`config.mk`:
```
export PLATFORM = sky130hd
export DESIGN_NAME = dma_ctrl
export DESIGN_NICKNAME = d
export VERILOG_FILES = /design/src/verilog/dma_pkg.sv /design/src/verilog/mtx_if.sv /design/src/verilog/dma_matrix.sv /design/src/verilog/dma_ctrl.sv
export SDC_FILE = /design/constraint.sdc
export NUM_CORES = 2
export LEC_CHECK = 0
export BUFFER_PORTS_ARGS = -buffer_cell sky130_fd_sc_hd__buf_2
export CORE_MARGIN = 5
export CORE_UTILIZATION = 40
export CTS_BUF_LIST = sky130_fd_sc_hd__clkbuf_2
export DETAILED_ROUTE_END_ITERATION = 10
export SYNTH_ARGS = -nofsm -noshare
export SYNTH_HDL_FRONTEND = slang
export SYNTH_SLANG_ARGS = --single-unit
```
`constraint.sdc`:
```
create_clock -name core_clk -period 14.2 [get_ports core_clk]
set_clock_uncertainty 0.1 [all_clocks]
set_input_delay 1.42 -clock core_clk [delete_from_list [all_inputs] [get_ports core_clk]]
set_output_delay 1.42 -clock core_clk [all_outputs]
set_load 0.05 [all_outputs]
```
`src/verilog/dma_pkg.sv`:
```
// Constants and types for the five-channel DMA controller
package dma_pkg;
    localparam int NCH = 5;
    localparam int NREQ = 64;
    localparam int CH_LSB = 5;
    localparam int SLV_LSB = 28;
    localparam int SLV_W = 4;
    // Register offsets within a channel
    localparam logic [4:0] OFF_CSR = 5'h00;
    localparam logic [4:0] OFF_TRIG = 5'h04;
    localparam logic [4:0] OFF_CNT = 5'h08;
    localparam logic [4:0] OFF_SRC = 5'h0C;
    localparam logic [4:0] OFF_DST = 5'h10;
    // Control and status field positions
    localparam int CSR_EN = 0;
    localparam int CSR_MODE = 1;
    localparam int CSR_WID = 2;
    localparam int CSR_SINC = 4;
    localparam int CSR_DINC = 5;
    localparam int CSR_DONE = 6;
    localparam int CSR_ERR = 7;
    localparam int CSR_BUSY = 8;
    // Trigger and counter field positions
    localparam int TRIG_KIND = 0;
    localparam int TRIG_SOFT = 1;
    localparam int TRIG_SRC = 2;
    localparam int CNT_BLK = 16;
    // Reset values
    localparam logic [31:0] RST_WORD = 32'h0000_0000;
    localparam logic [15:0] RST_CNT = 16'h0000;
    // Beat widths
    localparam logic [1:0] W8 = 2'h0;
    localparam logic [1:0] W16 = 2'h1;
    typedef enum logic [1:0] {
        IDLE = 2'b00,
        RD = 2'b01,
        WR = 2'b10,
        GAP = 2'b11
    } st_t;
endpackage : dma_pkg

```
`src/verilog/mtx_if.sv`:
```
`timescale 1ns/1ps
// Arbitration bundle between the DMA engine and the matrix arbiter
interface mtx_if;
    logic cpu_req;
    logic [dma_pkg::SLV_W-1:0] cpu_slave;
    logic dma_req;
    logic [dma_pkg::SLV_W-1:0] dma_slave;
    logic [dma_pkg::SLV_W-1:0] lock_a;
    logic [dma_pkg::SLV_W-1:0] lock_b;
    logic lock;
    logic cpu_gnt;
    logic dma_gnt;
    modport eng (output cpu_req, cpu_slave, dma_req, dma_slave, lock_a, lock_b, lock,
                 input cpu_gnt, dma_gnt);
    modport arb (input cpu_req, cpu_slave, dma_req, dma_slave, lock_a, lock_b, lock,
                 output cpu_gnt, dma_gnt);
endinterface : mtx_if

```
`src/verilog/dma_matrix.sv`:
```
`timescale 1ns/1ps
// Bus matrix arbiter between CPU and DMA master
module dma_matrix (
    // Clock and reset
    input logic core_clk,
    input logic rst,
    // Arbitration bundle
    mtx_if.arb mp
);
    logic held;
    logic same;

    assign held = mp.lock && (mp.cpu_slave == mp.lock_a || mp.cpu_slave == mp.lock_b);
    assign same = mp.cpu_slave == mp.dma_slave;
    assign mp.cpu_gnt = mp.cpu_req && !held;
    assign mp.dma_gnt = mp.dma_req && !(mp.cpu_gnt && same);
endmodule : dma_matrix

```
`src/verilog/dma_ctrl.sv`:
```
`timescale 1ns/1ps
// Five-channel DMA engine with register port and bus master
module dma_ctrl (
    // Clock and reset
    input logic core_clk,
    input logic rst,
    // Register port
    input logic [7:0] reg_addr,
    input logic [31:0] reg_wdata,
    input logic reg_wr,
    input logic reg_rd,
    output logic [31:0] reg_rdata,
    // Peripheral request lines
    input logic [dma_pkg::NREQ-1:0] dma_req_lines,
    // CPU side of the matrix
    input logic cpu_req,
    input logic [31:0] cpu_addr,
    output logic cpu_gnt,
    // DMA master bus
    output logic bus_valid,
    output logic [31:0] bus_addr,
    output logic bus_write,
    output logic [1:0] bus_size,
    output logic [31:0] bus_wdata,
    input logic [31:0] bus_rdata,
    input logic bus_ready,
    input logic bus_err,
    // Channel flags
    output logic [dma_pkg::NCH-1:0] chan_done,
    output logic [dma_pkg::NCH-1:0] chan_err
);
    localparam int N = dma_pkg::NCH;
    localparam int SH = dma_pkg::SLV_LSB;
    localparam int SW = dma_pkg::SLV_W;

    dma_pkg::st_t st_q;
    logic [2:0] cur_q;
    logic [2:0] pick;
    logic [N-1:0] rdy;
    logic [N-1:0] en_q;
    logic [N-1:0] kind_q;
    logic [N-1:0] run_q;
    logic [N-1:0] pend_q;
    logic [N-1:0] prev_q;
    logic [N-1:0] done_q;
    logic [N-1:0] err_q;
    logic [N-1:0] software_start_q;
    logic [N-1:0] preemption_mode_select_q;
    logic [N-1:0] source_increment_mode_q;
    logic [N-1:0] destination_increment_mode_q;
    logic [1:0] wid_q [N];
    logic [5:0] hsel_q [N];
    logic [15:0] block_count_q [N];
    logic [7:0] blk_q [N];
    logic [31:0] src_q [N];
    logic [31:0] dst_q [N];
    logic [31:0] data_q;
    logic [31:0] step;
    logic [31:0] rdmux;
    logic [2:0] rch;
    logic [4:0] roff;
    logic own_q;
    logic own_drop;
    logic fin;
    logic beat_done;
    logic last;
    logic blk_start;
    logic active;

    // Places a beat in every lane it may use
    function automatic logic [31:0] fit(input logic [31:0] d, input logic [1:0] w);
        logic [31:0] r;
        r = d;
        if (w == dma_pkg::W8) begin
            r = {4{d[7:0]}};
        end else if (w == dma_pkg::W16) begin
            r = {2{d[15:0]}};
        end
        return r;
    endfunction : fit

    // Register address split
    assign rch = reg_addr[7:dma_pkg::CH_LSB];
    assign roff = reg_addr[dma_pkg::CH_LSB-1:0];

    // Beat bookkeeping
    assign active = st_q == dma_pkg::RD || st_q == dma_pkg::WR;
    assign fin = active && bus_valid && bus_ready;
    assign beat_done = st_q == dma_pkg::WR && fin && !bus_err;
    assign last = block_count_q[cur_q] <= 16'h0001;
    assign blk_start = st_q == dma_pkg::IDLE && rdy != '0;
    // Hold ends with the beat that closes a block or the run
    assign own_drop = fin
        && (bus_err || (bus_write && (last || preemption_mode_select_q[cur_q])));
    assign step = 32'h0000_0001 << wid_q[cur_q];

    always_comb begin
        pick = 3'h0;
        for (int i = N - 1; i >= 0; i--) begin
            if (rdy[i]) begin
                pick = 3'(i);
            end
        end
    end

    // Matrix hookup
    mtx_if mx ();
    assign mx.cpu_req = cpu_req;
    assign mx.cpu_slave = cpu_addr[SH +: SW];
    assign mx.dma_req = active;
    assign mx.dma_slave = bus_addr[SH +: SW];
    assign mx.lock_a = src_q[cur_q][SH +: SW];
    assign mx.lock_b = dst_q[cur_q][SH +: SW];
    assign mx.lock = own_q;
    assign cpu_gnt = mx.cpu_gnt;

    dma_matrix u_matrix (
        .core_clk(core_clk),
        .rst(rst),
        .mp(mx)
    );

    // Master bus drive
    assign bus_valid = mx.dma_gnt;
    assign bus_write = st_q == dma_pkg::WR;
    assign bus_addr = bus_write ? dst_q[cur_q] : src_q[cur_q];
    assign bus_size = wid_q[cur_q];
    assign bus_wdata = data_q;
    assign chan_done = done_q;
    assign chan_err = err_q;

    // Transfer sequencer
    always_ff @(posedge core_clk) begin
        if (rst) begin
            st_q <= dma_pkg::IDLE;
            cur_q <= 3'h0;
        end else begin
            unique case (st_q)
                dma_pkg::IDLE: begin
                    if (blk_start) begin
                        cur_q <= pick;
                        st_q <= dma_pkg::RD;
                    end
                end
                dma_pkg::RD: begin
                    if (fin) begin
                        st_q <= bus_err ? dma_pkg::IDLE : dma_pkg::WR;
                    end
                end
                dma_pkg::WR: begin
                    if (fin) begin
                        if (bus_err || last) begin
                            st_q <= dma_pkg::IDLE;
                        end else if (preemption_mode_select_q[cur_q]) begin
                            st_q <= dma_pkg::GAP;
                        end else begin
                            st_q <= dma_pkg::RD;
                        end
                    end
                end
                dma_pkg::GAP: begin
                    st_q <= dma_pkg::IDLE;
                end
            endcase
        end
    end

    always_ff @(posedge core_clk) begin
        if (rst || st_q == dma_pkg::IDLE || st_q == dma_pkg::GAP || own_drop) begin
            own_q <= 1'b0;
        end else if (mx.dma_gnt) begin
            own_q <= 1'b1;
        end
    end

    always_ff @(posedge core_clk) begin
        if (rst) begin
            data_q <= dma_pkg::RST_WORD;
        end else if (st_q == dma_pkg::RD && fin) begin
            data_q <= fit(bus_rdata >> {src_q[cur_q][1:0], 3'b000}, wid_q[cur_q]);
        end
    end

    // Register read mux
    always_comb begin
        rdmux = dma_pkg::RST_WORD;
        if (rch < 3'(N)) begin
            case (roff)
                dma_pkg::OFF_CSR: begin
                    rdmux[dma_pkg::CSR_EN] = en_q[rch];
                    rdmux[dma_pkg::CSR_MODE] = preemption_mode_select_q[rch];
                    rdmux[dma_pkg::CSR_WID +: 2] = wid_q[rch];
                    rdmux[dma_pkg::CSR_SINC] = source_increment_mode_q[rch];
                    rdmux[dma_pkg::CSR_DINC] = destination_increment_mode_q[rch];
                    rdmux[dma_pkg::CSR_DONE] = done_q[rch];
                    rdmux[dma_pkg::CSR_ERR] = err_q[rch];
                    rdmux[dma_pkg::CSR_BUSY] = run_q[rch];
                end
                dma_pkg::OFF_TRIG: begin
                    rdmux[dma_pkg::TRIG_KIND] = kind_q[rch];
                    rdmux[dma_pkg::TRIG_SOFT] = software_start_q[rch];
                    rdmux[dma_pkg::TRIG_SRC +: 6] = hsel_q[rch];
                end
                dma_pkg::OFF_CNT: begin
                    rdmux[15:0] = block_count_q[rch];
                    rdmux[dma_pkg::CNT_BLK +: 8] = blk_q[rch];
                end
                dma_pkg::OFF_SRC: rdmux = src_q[rch];
                dma_pkg::OFF_DST: rdmux = dst_q[rch];
                default: rdmux = dma_pkg::RST_WORD;
            endcase
        end
    end

    // Read data valid for one cycle
    always_ff @(posedge core_clk) begin
        if (rst || !reg_rd) begin
            reg_rdata <= dma_pkg::RST_WORD;
        end else begin
            reg_rdata <= rdmux;
        end
    end

    // Per-channel state
    for (genvar c = 0; c < N; c++) begin : g_ch
        logic me;
        logic wr_csr;
        logic wr_trig;
        logic wr_cnt;
        logic req_sel;
        logic hw_hit;
        logic sw_hit;
        logic ok_end;
        logic bad_end;
        assign me = cur_q == 3'(c);
        assign wr_csr = reg_wr && rch == 3'(c) && roff == dma_pkg::OFF_CSR;
        assign wr_trig = reg_wr && rch == 3'(c) && roff == dma_pkg::OFF_TRIG;
        assign wr_cnt = reg_wr && rch == 3'(c) && roff == dma_pkg::OFF_CNT;
        assign req_sel = dma_req_lines[hsel_q[c]];
        assign hw_hit = en_q[c] && kind_q[c] && req_sel && !prev_q[c];
        assign sw_hit = wr_trig && en_q[c] && !reg_wdata[dma_pkg::TRIG_KIND]
            && reg_wdata[dma_pkg::TRIG_SOFT];
        assign ok_end = me && beat_done && last;
        assign bad_end = me && fin && bus_err;
        assign rdy[c] = en_q[c] && run_q[c]
            && (!kind_q[c] || !preemption_mode_select_q[c] || pend_q[c]);

        always_ff @(posedge core_clk) begin
            if (rst) begin
                en_q[c] <= 1'b0;
                preemption_mode_select_q[c] <= 1'b0;
                wid_q[c] <= dma_pkg::W8;
                source_increment_mode_q[c] <= 1'b0;
                destination_increment_mode_q[c] <= 1'b0;
                kind_q[c] <= 1'b0;
                hsel_q[c] <= 6'h00;
            end else begin
                if (wr_csr) begin
                    en_q[c] <= reg_wdata[dma_pkg::CSR_EN];
                    preemption_mode_select_q[c] <= reg_wdata[dma_pkg::CSR_MODE];
                    wid_q[c] <= reg_wdata[dma_pkg::CSR_WID +: 2];
                    source_increment_mode_q[c] <= reg_wdata[dma_pkg::CSR_SINC];
                    destination_increment_mode_q[c] <= reg_wdata[dma_pkg::CSR_DINC];
                end
                if (wr_trig) begin
                    kind_q[c] <= reg_wdata[dma_pkg::TRIG_KIND];
                    hsel_q[c] <= reg_wdata[dma_pkg::TRIG_SRC +: 6];
                end
            end
        end

        // pointers and counts kept per channel
        always_ff @(posedge core_clk) begin
            if (rst) begin
                block_count_q[c] <= dma_pkg::RST_CNT;
                blk_q[c] <= 8'h00;
                src_q[c] <= dma_pkg::RST_WORD;
                dst_q[c] <= dma_pkg::RST_WORD;
            end else begin
                if (wr_cnt) begin
                    block_count_q[c] <= reg_wdata[15:0];
                    blk_q[c] <= reg_wdata[dma_pkg::CNT_BLK +: 8];
                end
                if (reg_wr && rch == 3'(c) && roff == dma_pkg::OFF_SRC) begin
                    src_q[c] <= reg_wdata;
                end
                if (reg_wr && rch == 3'(c) && roff == dma_pkg::OFF_DST) begin
                    dst_q[c] <= reg_wdata;
                end
                if (me && beat_done) begin
                    block_count_q[c] <= block_count_q[c] - 16'h0001;
                    if (source_increment_mode_q[c]) begin
                        src_q[c] <= src_q[c] + step;
                    end
                    if (destination_increment_mode_q[c]) begin
                        dst_q[c] <= dst_q[c] + step;
                    end
                end
                if (ok_end || bad_end) begin
                    blk_q[c] <= 8'h00;
                end
            end
        end

        always_ff @(posedge core_clk) begin
            if (rst) begin
                run_q[c] <= 1'b0;
                software_start_q[c] <= 1'b0;
                pend_q[c] <= 1'b0;
                prev_q[c] <= 1'b0;
                done_q[c] <= 1'b0;
                err_q[c] <= 1'b0;
            end else begin
                prev_q[c] <= req_sel;
                if (ok_end || bad_end) begin
                    run_q[c] <= 1'b0;
                    software_start_q[c] <= 1'b0;
                end
                if (blk_start && pick == 3'(c)) begin
                    pend_q[c] <= 1'b0;
                end
                if (wr_trig) begin
                    software_start_q[c] <= sw_hit;
                end
                if (wr_csr && reg_wdata[dma_pkg::CSR_DONE]) begin
                    done_q[c] <= 1'b0;
                end
                if (wr_csr && reg_wdata[dma_pkg::CSR_ERR]) begin
                    err_q[c] <= 1'b0;
                end
                if (ok_end) begin
                    done_q[c] <= 1'b1;
                end
                if (bad_end) begin
                    err_q[c] <= 1'b1;
                end
                if (hw_hit) begin
                    pend_q[c] <= 1'b1;
                    run_q[c] <= 1'b1;
                end
                if (sw_hit) begin
                    run_q[c] <= 1'b1;
                end
            end
        end
    end
endmodule : dma_ctrl

```
**Yosys cells after proc, flatten, opt, wreduce, memory -nomap -nowiden**

Memory sizes are Yosys's and may differ from the RTL's. A register that Yosys moved wholly into a read port is not among the register bits.
Cells that the tools add are included.

- Flip-flop bits (word level): 125
- Memory bits (writable): 480
- Input bits: 175
- Output and inout port bits: 111
- Word-level logic and storage cells: 669
- Memories kept: 6

- $add $sub $neg: 15
- Order comparisons: 9
- Equality and inequality tests: 26
- Shift-type cells: 2
- Multiplexer cells: 304
- Bitwise gates (word level): 51
- Reductions and logical operators: 196

Memories:

| name | depth | width | rd ports | clocked after memory_dff | wr ports | line | RTL |
|---|---|---|---|---|---|---|---|
| dst_q | 5 | 32 | 7 | 1 | 5 | dma_ctrl.sv:56 | `logic [31:0] dst_q [N];` |
| src_q | 5 | 32 | 7 | 1 | 5 | dma_ctrl.sv:55 | `logic [31:0] src_q [N];` |
| block_count_q | 5 | 16 | 7 | 1 | 5 | dma_ctrl.sv:53 | `logic [15:0] block_count_q [N];` |
| blk_q | 5 | 8 | 1 | 0 | 5 | dma_ctrl.sv:54 | `logic [7:0] blk_q [N];` |
| hsel_q | 5 | 6 | 6 | 0 | 5 | dma_ctrl.sv:52 | `logic [5:0] hsel_q [N];` |
| wid_q | 5 | 2 | 2 | 1 | 5 | dma_ctrl.sv:51 | `logic [1:0] wid_q [N];` |

Operators with widths:

| cell | number |
|---|---|
| 2-to-1 mux 32 bit | 23 |
| adder 32 bit | 10 |
| 2-to-1 mux 1 bit | 212 |
| 2-to-1 mux 16 bit | 10 |
| logical AND 1 bit | 117 |
| 2-to-1 mux 8 bit | 10 |
| subtractor 16 x 1 -> 16 bit, second input constant | 5 |
| OR 1 bit | 50 |
| one-hot mux 15 bit (3 select lines) | 1 |
| one-hot mux 8 bit (5 select lines) | 1 |
| nonzero test 2 bit | 20 |
| 2-to-1 mux 3 bit | 13 |
| less-than comparator 6 x 7 -> 1 bit, second input constant | 5 |
| << shifter 1 x 2 -> 32 bit, first input constant | 1 |
| >> shifter 32 x 5 -> 32 bit | 1 |
| binary-select mux 1 bit (select 3 bit) | 10 |
| binary-select mux 1 bit (select 6 bit) | 5 |
| 2-to-1 mux 6 bit | 5 |
| logical OR 1 bit | 24 |
| 2-to-1 mux 2 bit | 11 |
| logical NOT 1 bit | 20 |
| equality test 3 x 2 -> 1 bit, second input constant | 6 |
| less-or-equal comparator 16 x 1 -> 1 bit, second input constant | 1 |
| one-hot mux 8 bit (2 select lines) | 1 |
| 23 further kinds | 41 |

**Depth between registers and ports, before layout**

- Depth after elaboration: 19
- Depth in mapped cells: 20
- Depth with buffers taken out: 15

**Cells and area by module**

Synthesis repeated with hierarchy kept, for this count alone.

- Cell total of the unflattened synthesis: 4205
- Area total of the unflattened synthesis: 42304.3 um^2

Modules (own cells, without submodules):

| module | instances | cells each | area an instance (um^2) | sequential area each (um^2) |
|---|---|---|---|---|
| dma_ctrl | 1 | 4186 | 42157.9 | 16976.3 |
| dma_matrix | 1 | 19 | 146.4 | 0.0 |

**Least setup slack after synthesis**

No wires, ideal clock.

- Kind: register to register
- Start point: register with a tool-made name
- End point: memory src_q[0][28], data pin
- Library setup time: 0.267 ns
- Arrival: 4.928 ns
- Required time: 13.833 ns
- Slack: 8.905 ns
- Stages on the path, launching flop included: 21
- Path buffers: 5
- Clock period less this slack: 5.295 ns
- Cell sequence: dfxtp_1 buf_4 buf_4 buf_4 mux4_2 mux2i_1 buf_2 inv_1 nor2_1 clkbuf_1 ha_1 inv_1 fa_1 nor2b_1 o21ai_0 a21oi_1 nand3_1 nor3_1 nand3_1 xor2_1 o21ai_0

RTL lines:

| what | line |
|---|---|
| end: declaration | dma_ctrl.sv:55 |

==> run_results.csv <==
group,metric,value,unit
synth,synth_seq_cells,608,
floorplan,die_y,340,µm
worst_setup_path,max_stage_delay,0.87,ns
floorplan,core_area,0.109,mm²
clock_tree,post-cts-setup-buffers,0,
synth,synth_ff_type,"edfxtp_1",
clock_tree,cts_root_buf,"clkbuf_2",
clock_tree,cts_made_buffers,171,
worst_setup_path,crit_arrival,8.19,ns
final_layout,final_util,44.0,%
worst_setup_path,crit_path_end_kind,"register",
worst_setup_path,cp_max_fo,43,
final_layout,stdcell_area,0.0477,mm²
power,power,4.15,mW
clock_tree,ctsHoldBuffers,0,
final_layout,syn_to_final_growth,9.55,%
synth,synthCells,4117,
place,place_congestion,0.952,
worst_setup_path,path_cells,"mux4_2 > mux2i_1 > and2_1 > inv_1 > fa_1 > nor2b_1 > o21ai_0 > a21oi_1 > nand3_1 > nor3_1 > nand3_1 > xor2_1 > o21ai_0",
floorplan,ios,286,
global_route,grt_pass1_vias,35100,
worst_setup_path,required,15.24,ns
global_route,antenna_found_initial,6,
floorplan,die-area,0.116,mm²
hold_path,hold_class,"input port to register",
place,place_ws,7.27,ns
synth,yosysUniqueCellTypes,86,
floorplan,fp.dieW,340,µm
place,dp_cells,5549,
sta,drv_slew,0,
routing,wl_per_cell,28.7,µm
synth,yosys.area.top_type_share,33.1,%
floorplan,rows,121,
synth,synth_largest_area_cell,"edfxtp_1",
routing,avgViaCountPerCell,6.33,
power,p_leak,16.9,nW
synth,yosys_warnings,0,
sta,fin_crit_sh,50.4,%
clock_tree,worstSkewPairLatency,1.52,ns
routing,drcViolationCount,0,
global_route,grt-ovfl-total,0,
outcome,outcome,"finished clean",
sta,rsz0062_at_grt,"no",
routing,drt_iter0_drc,5102,
clock_tree,clock_path_buffers,3,
final_layout,nets,4542,
final_layout,final_layout_size_suffix_gt1_share,22.4,%
floorplan,start_util,40.1,%
run,drv_cap,0,
place,io_buffers,257,
sta,max_slew_margin,7.53,%
worst_setup_path,worstSetupPathType,"register to register",
synth,syn_avg_cell_area,10.6,µm²
clock_tree,cts_resized,0,
global_route,grt_pass1_wl,243000,µm
global_route,grtUsageTotal,28.2,%
place,place_area,0.0461,mm²
sta,finalCriticalPeriod,7.15,ns
sta,holdWs,0.257,ns
clock_tree,clock_sinks,608,
power,peakVddDrop,0.0000692,V
routing,detail_route.first_pass.iterations,6,
clock_tree,htreeDepth,4,
sta,setup_viol,0,
routing,wl,169000,µm
synth,synth_area_leaders,"edfxtp_1 33%, mux4_2 15%, mux2i_1 7.9%",
sta,setup_tns,0,ns
clock_tree,clk_pin_slew,0.11,ns
synth,synth_edf_count,480,
synth,ys_seq_area_share,39.0,%
power,power_density,86.9,mW/mm²
final_layout,n_fill_cell,10300,
worst_setup_path,ff2ff_path_depth,13,
sta,finalHoldViolations,0,
hold_path,hold_depth,3,
worst_setup_path,slowest_stage,"dfxtp_4",
final_layout,final_cells,5870,
sta,max_clock_freq,140,MHz
worst_setup_path,startpoint_type,"register",
synth,syn_area,0.0436,mm²
clock_tree,cts_tree,"done",
routing,via_count,37100,
place,hpwl,117000,µm
sta,worst_slew_pin_slew,1.39,ns
synth,ys_async_sr_fraction,0,%
sta,fin_ws,7.05,ns
synth,syn-num-nets,4351,
routing,drtAntennaViolNets,0,
global_route,grt_start_max_net_pins,76,
[cell families after synthesis]
logic type	count (synthesis)	synth area share (%)
buf+inv	397	3.91
simple gates	1454	15.9
fa+ha+maj	59	1.87
flops	608	39.0
compound gates	558	8.31
mux	657	23.3
xor+xnor	384	7.72
[critical path, delay by kind of cell (launching register included)]
kind,cells,cell delay [ns]
DFF,1,0.87
adders and majority gates,1,0.60
buffers and inverters,1,0.59
xor gates and xnor gates,1,0.17
AOI/OAI and AO/OA,3,0.98
and+or+nand+nor,5,2.20
muxes,2,1.28
[power by group]
part | total (mW) | internal (mW) | switching (mW)
sequential | 2.10 | 1.99 | 0.116
combinational | 0.616 | 0.249 | 0.368
clock | 1.43 | 0.583 | 0.844
total | 4.15 | 2.82 | 1.33
[synthesized netlist by cell type, types with 14 or more instances]
library cell	number
a221oi_1	25
and3_1	118
mux2_2	31
a211oi_1	42
mux4_2	282
edfxtp_1	480
a21oi_1	139
buf_2	35
nand2_1	510
o21ai_1	17
inv_1	90
dfxtp_1	128
clkbuf_1	204
nor2b_1	69
o2bb2ai_1	29
and4_1	14
buf_4	19
nor3_1	60
xnor2_1	203
o21ai_0	131
mux2i_1	343
nor2_1	270
and2_1	37
a21o_1	24
xor2_1	181
ha_1	49
a22oi_1	21
nor4_1	27
buf_1	34
nand4_1	39
o22ai_1	41
nand3_1	230
[placed cells by master, fill, tap and decap left out, types with 21 or more instances in the layout]
cell / synthesis / routed
nand3_1: 230 / 229
buf_4: 19 / 70
o21ai_0: 131 / 131
o22ai_1: 41 / 41
xnor2_1: 203 / 203
a221oi_1: 25 / 25
edfxtp_1: 480 / 480
a21oi_1: 139 / 139
nand4_1: 39 / 39
o2bb2ai_1: 29 / 29
ha_1: 49 / 48
buf_2: 35 / 253
a211oi_1: 42 / 42
nand2_1: 510 / 508
mux2_2: 31 / 31
mux4_2: 282 / 282
dfxtp_1: 128 / 125
and2_1: 37 / 37
nor3_1: 60 / 53
clkbuf_2: 1 / 273
inv_1: 90 / 90
nor2b_1: 69 / 69
a22oi_1: 21 / 21
and3_1: 118 / 118
nor2_1: 270 / 262
mux2i_1: 343 / 342
a21o_1: 24 / 24
xor2_1: 181 / 181
clkinv_1: 1 / 31
nor4_1: 27 / 24
[per-layer routing]
metal | routed length, µm | share of wire (%) | vias up | GRT usage [%]
li1 | - | - | 15900 | -
met5 | 21 | 0.012 | - | 0
met3 | 20700 | 12 | 390 | 7.69
met1 | 67800 | 40 | 18400 | 39.2
met4 | 8530 | 5.1 | 4 | 12.9
met2 | 71500 | 42 | 2469 | 41.1
[area by class of cell]
cell class              instances  area (µm²)  area share (%)
diodes                          3        7.51          0.0157
clock buffers                 273        1370            2.86
clock inverters                45         309           0.647
inverters                      91         342           0.716
multi-input cells            3112       25100            52.7
flip-flops and latches        608       17000            35.6
well taps                    1414        1770            3.71
repair buffers                324        1810            3.78
[registers in the layout, indices dropped and copies added, names as in the netlist, named ones only]
name,cells
dst_q,160
prev_q,5
pend_q,5
en_q,5
preemption_mode_select_q,5
reg_rdata,32
blk_q,40
kind_q,5
chan_err,5
wid_q,10
destination_increment_mode_q,5
software_start_q,5
st_q,2
bus_wdata,32
run_q,5
block_count_q,80
src_q,160
source_increment_mode_q,5
cur_q,3
mx.lock,1
hsel_q,30
chan_done,5
[path summary, 6_finish.rpt]
check | to | slack [ns] | startpoint
max reg2reg | src_q[0][30] | 7.05 | register
max | src_q[0][30] | 7.05 | register
min | bus_wdata[28] | 0.26 | bus_rdata[28]
min reg2reg | source_increment_mode_q[1] | 0.39 | source_increment_mode_q[1]
Note: power is estimated with default switching activity, not from simulation.
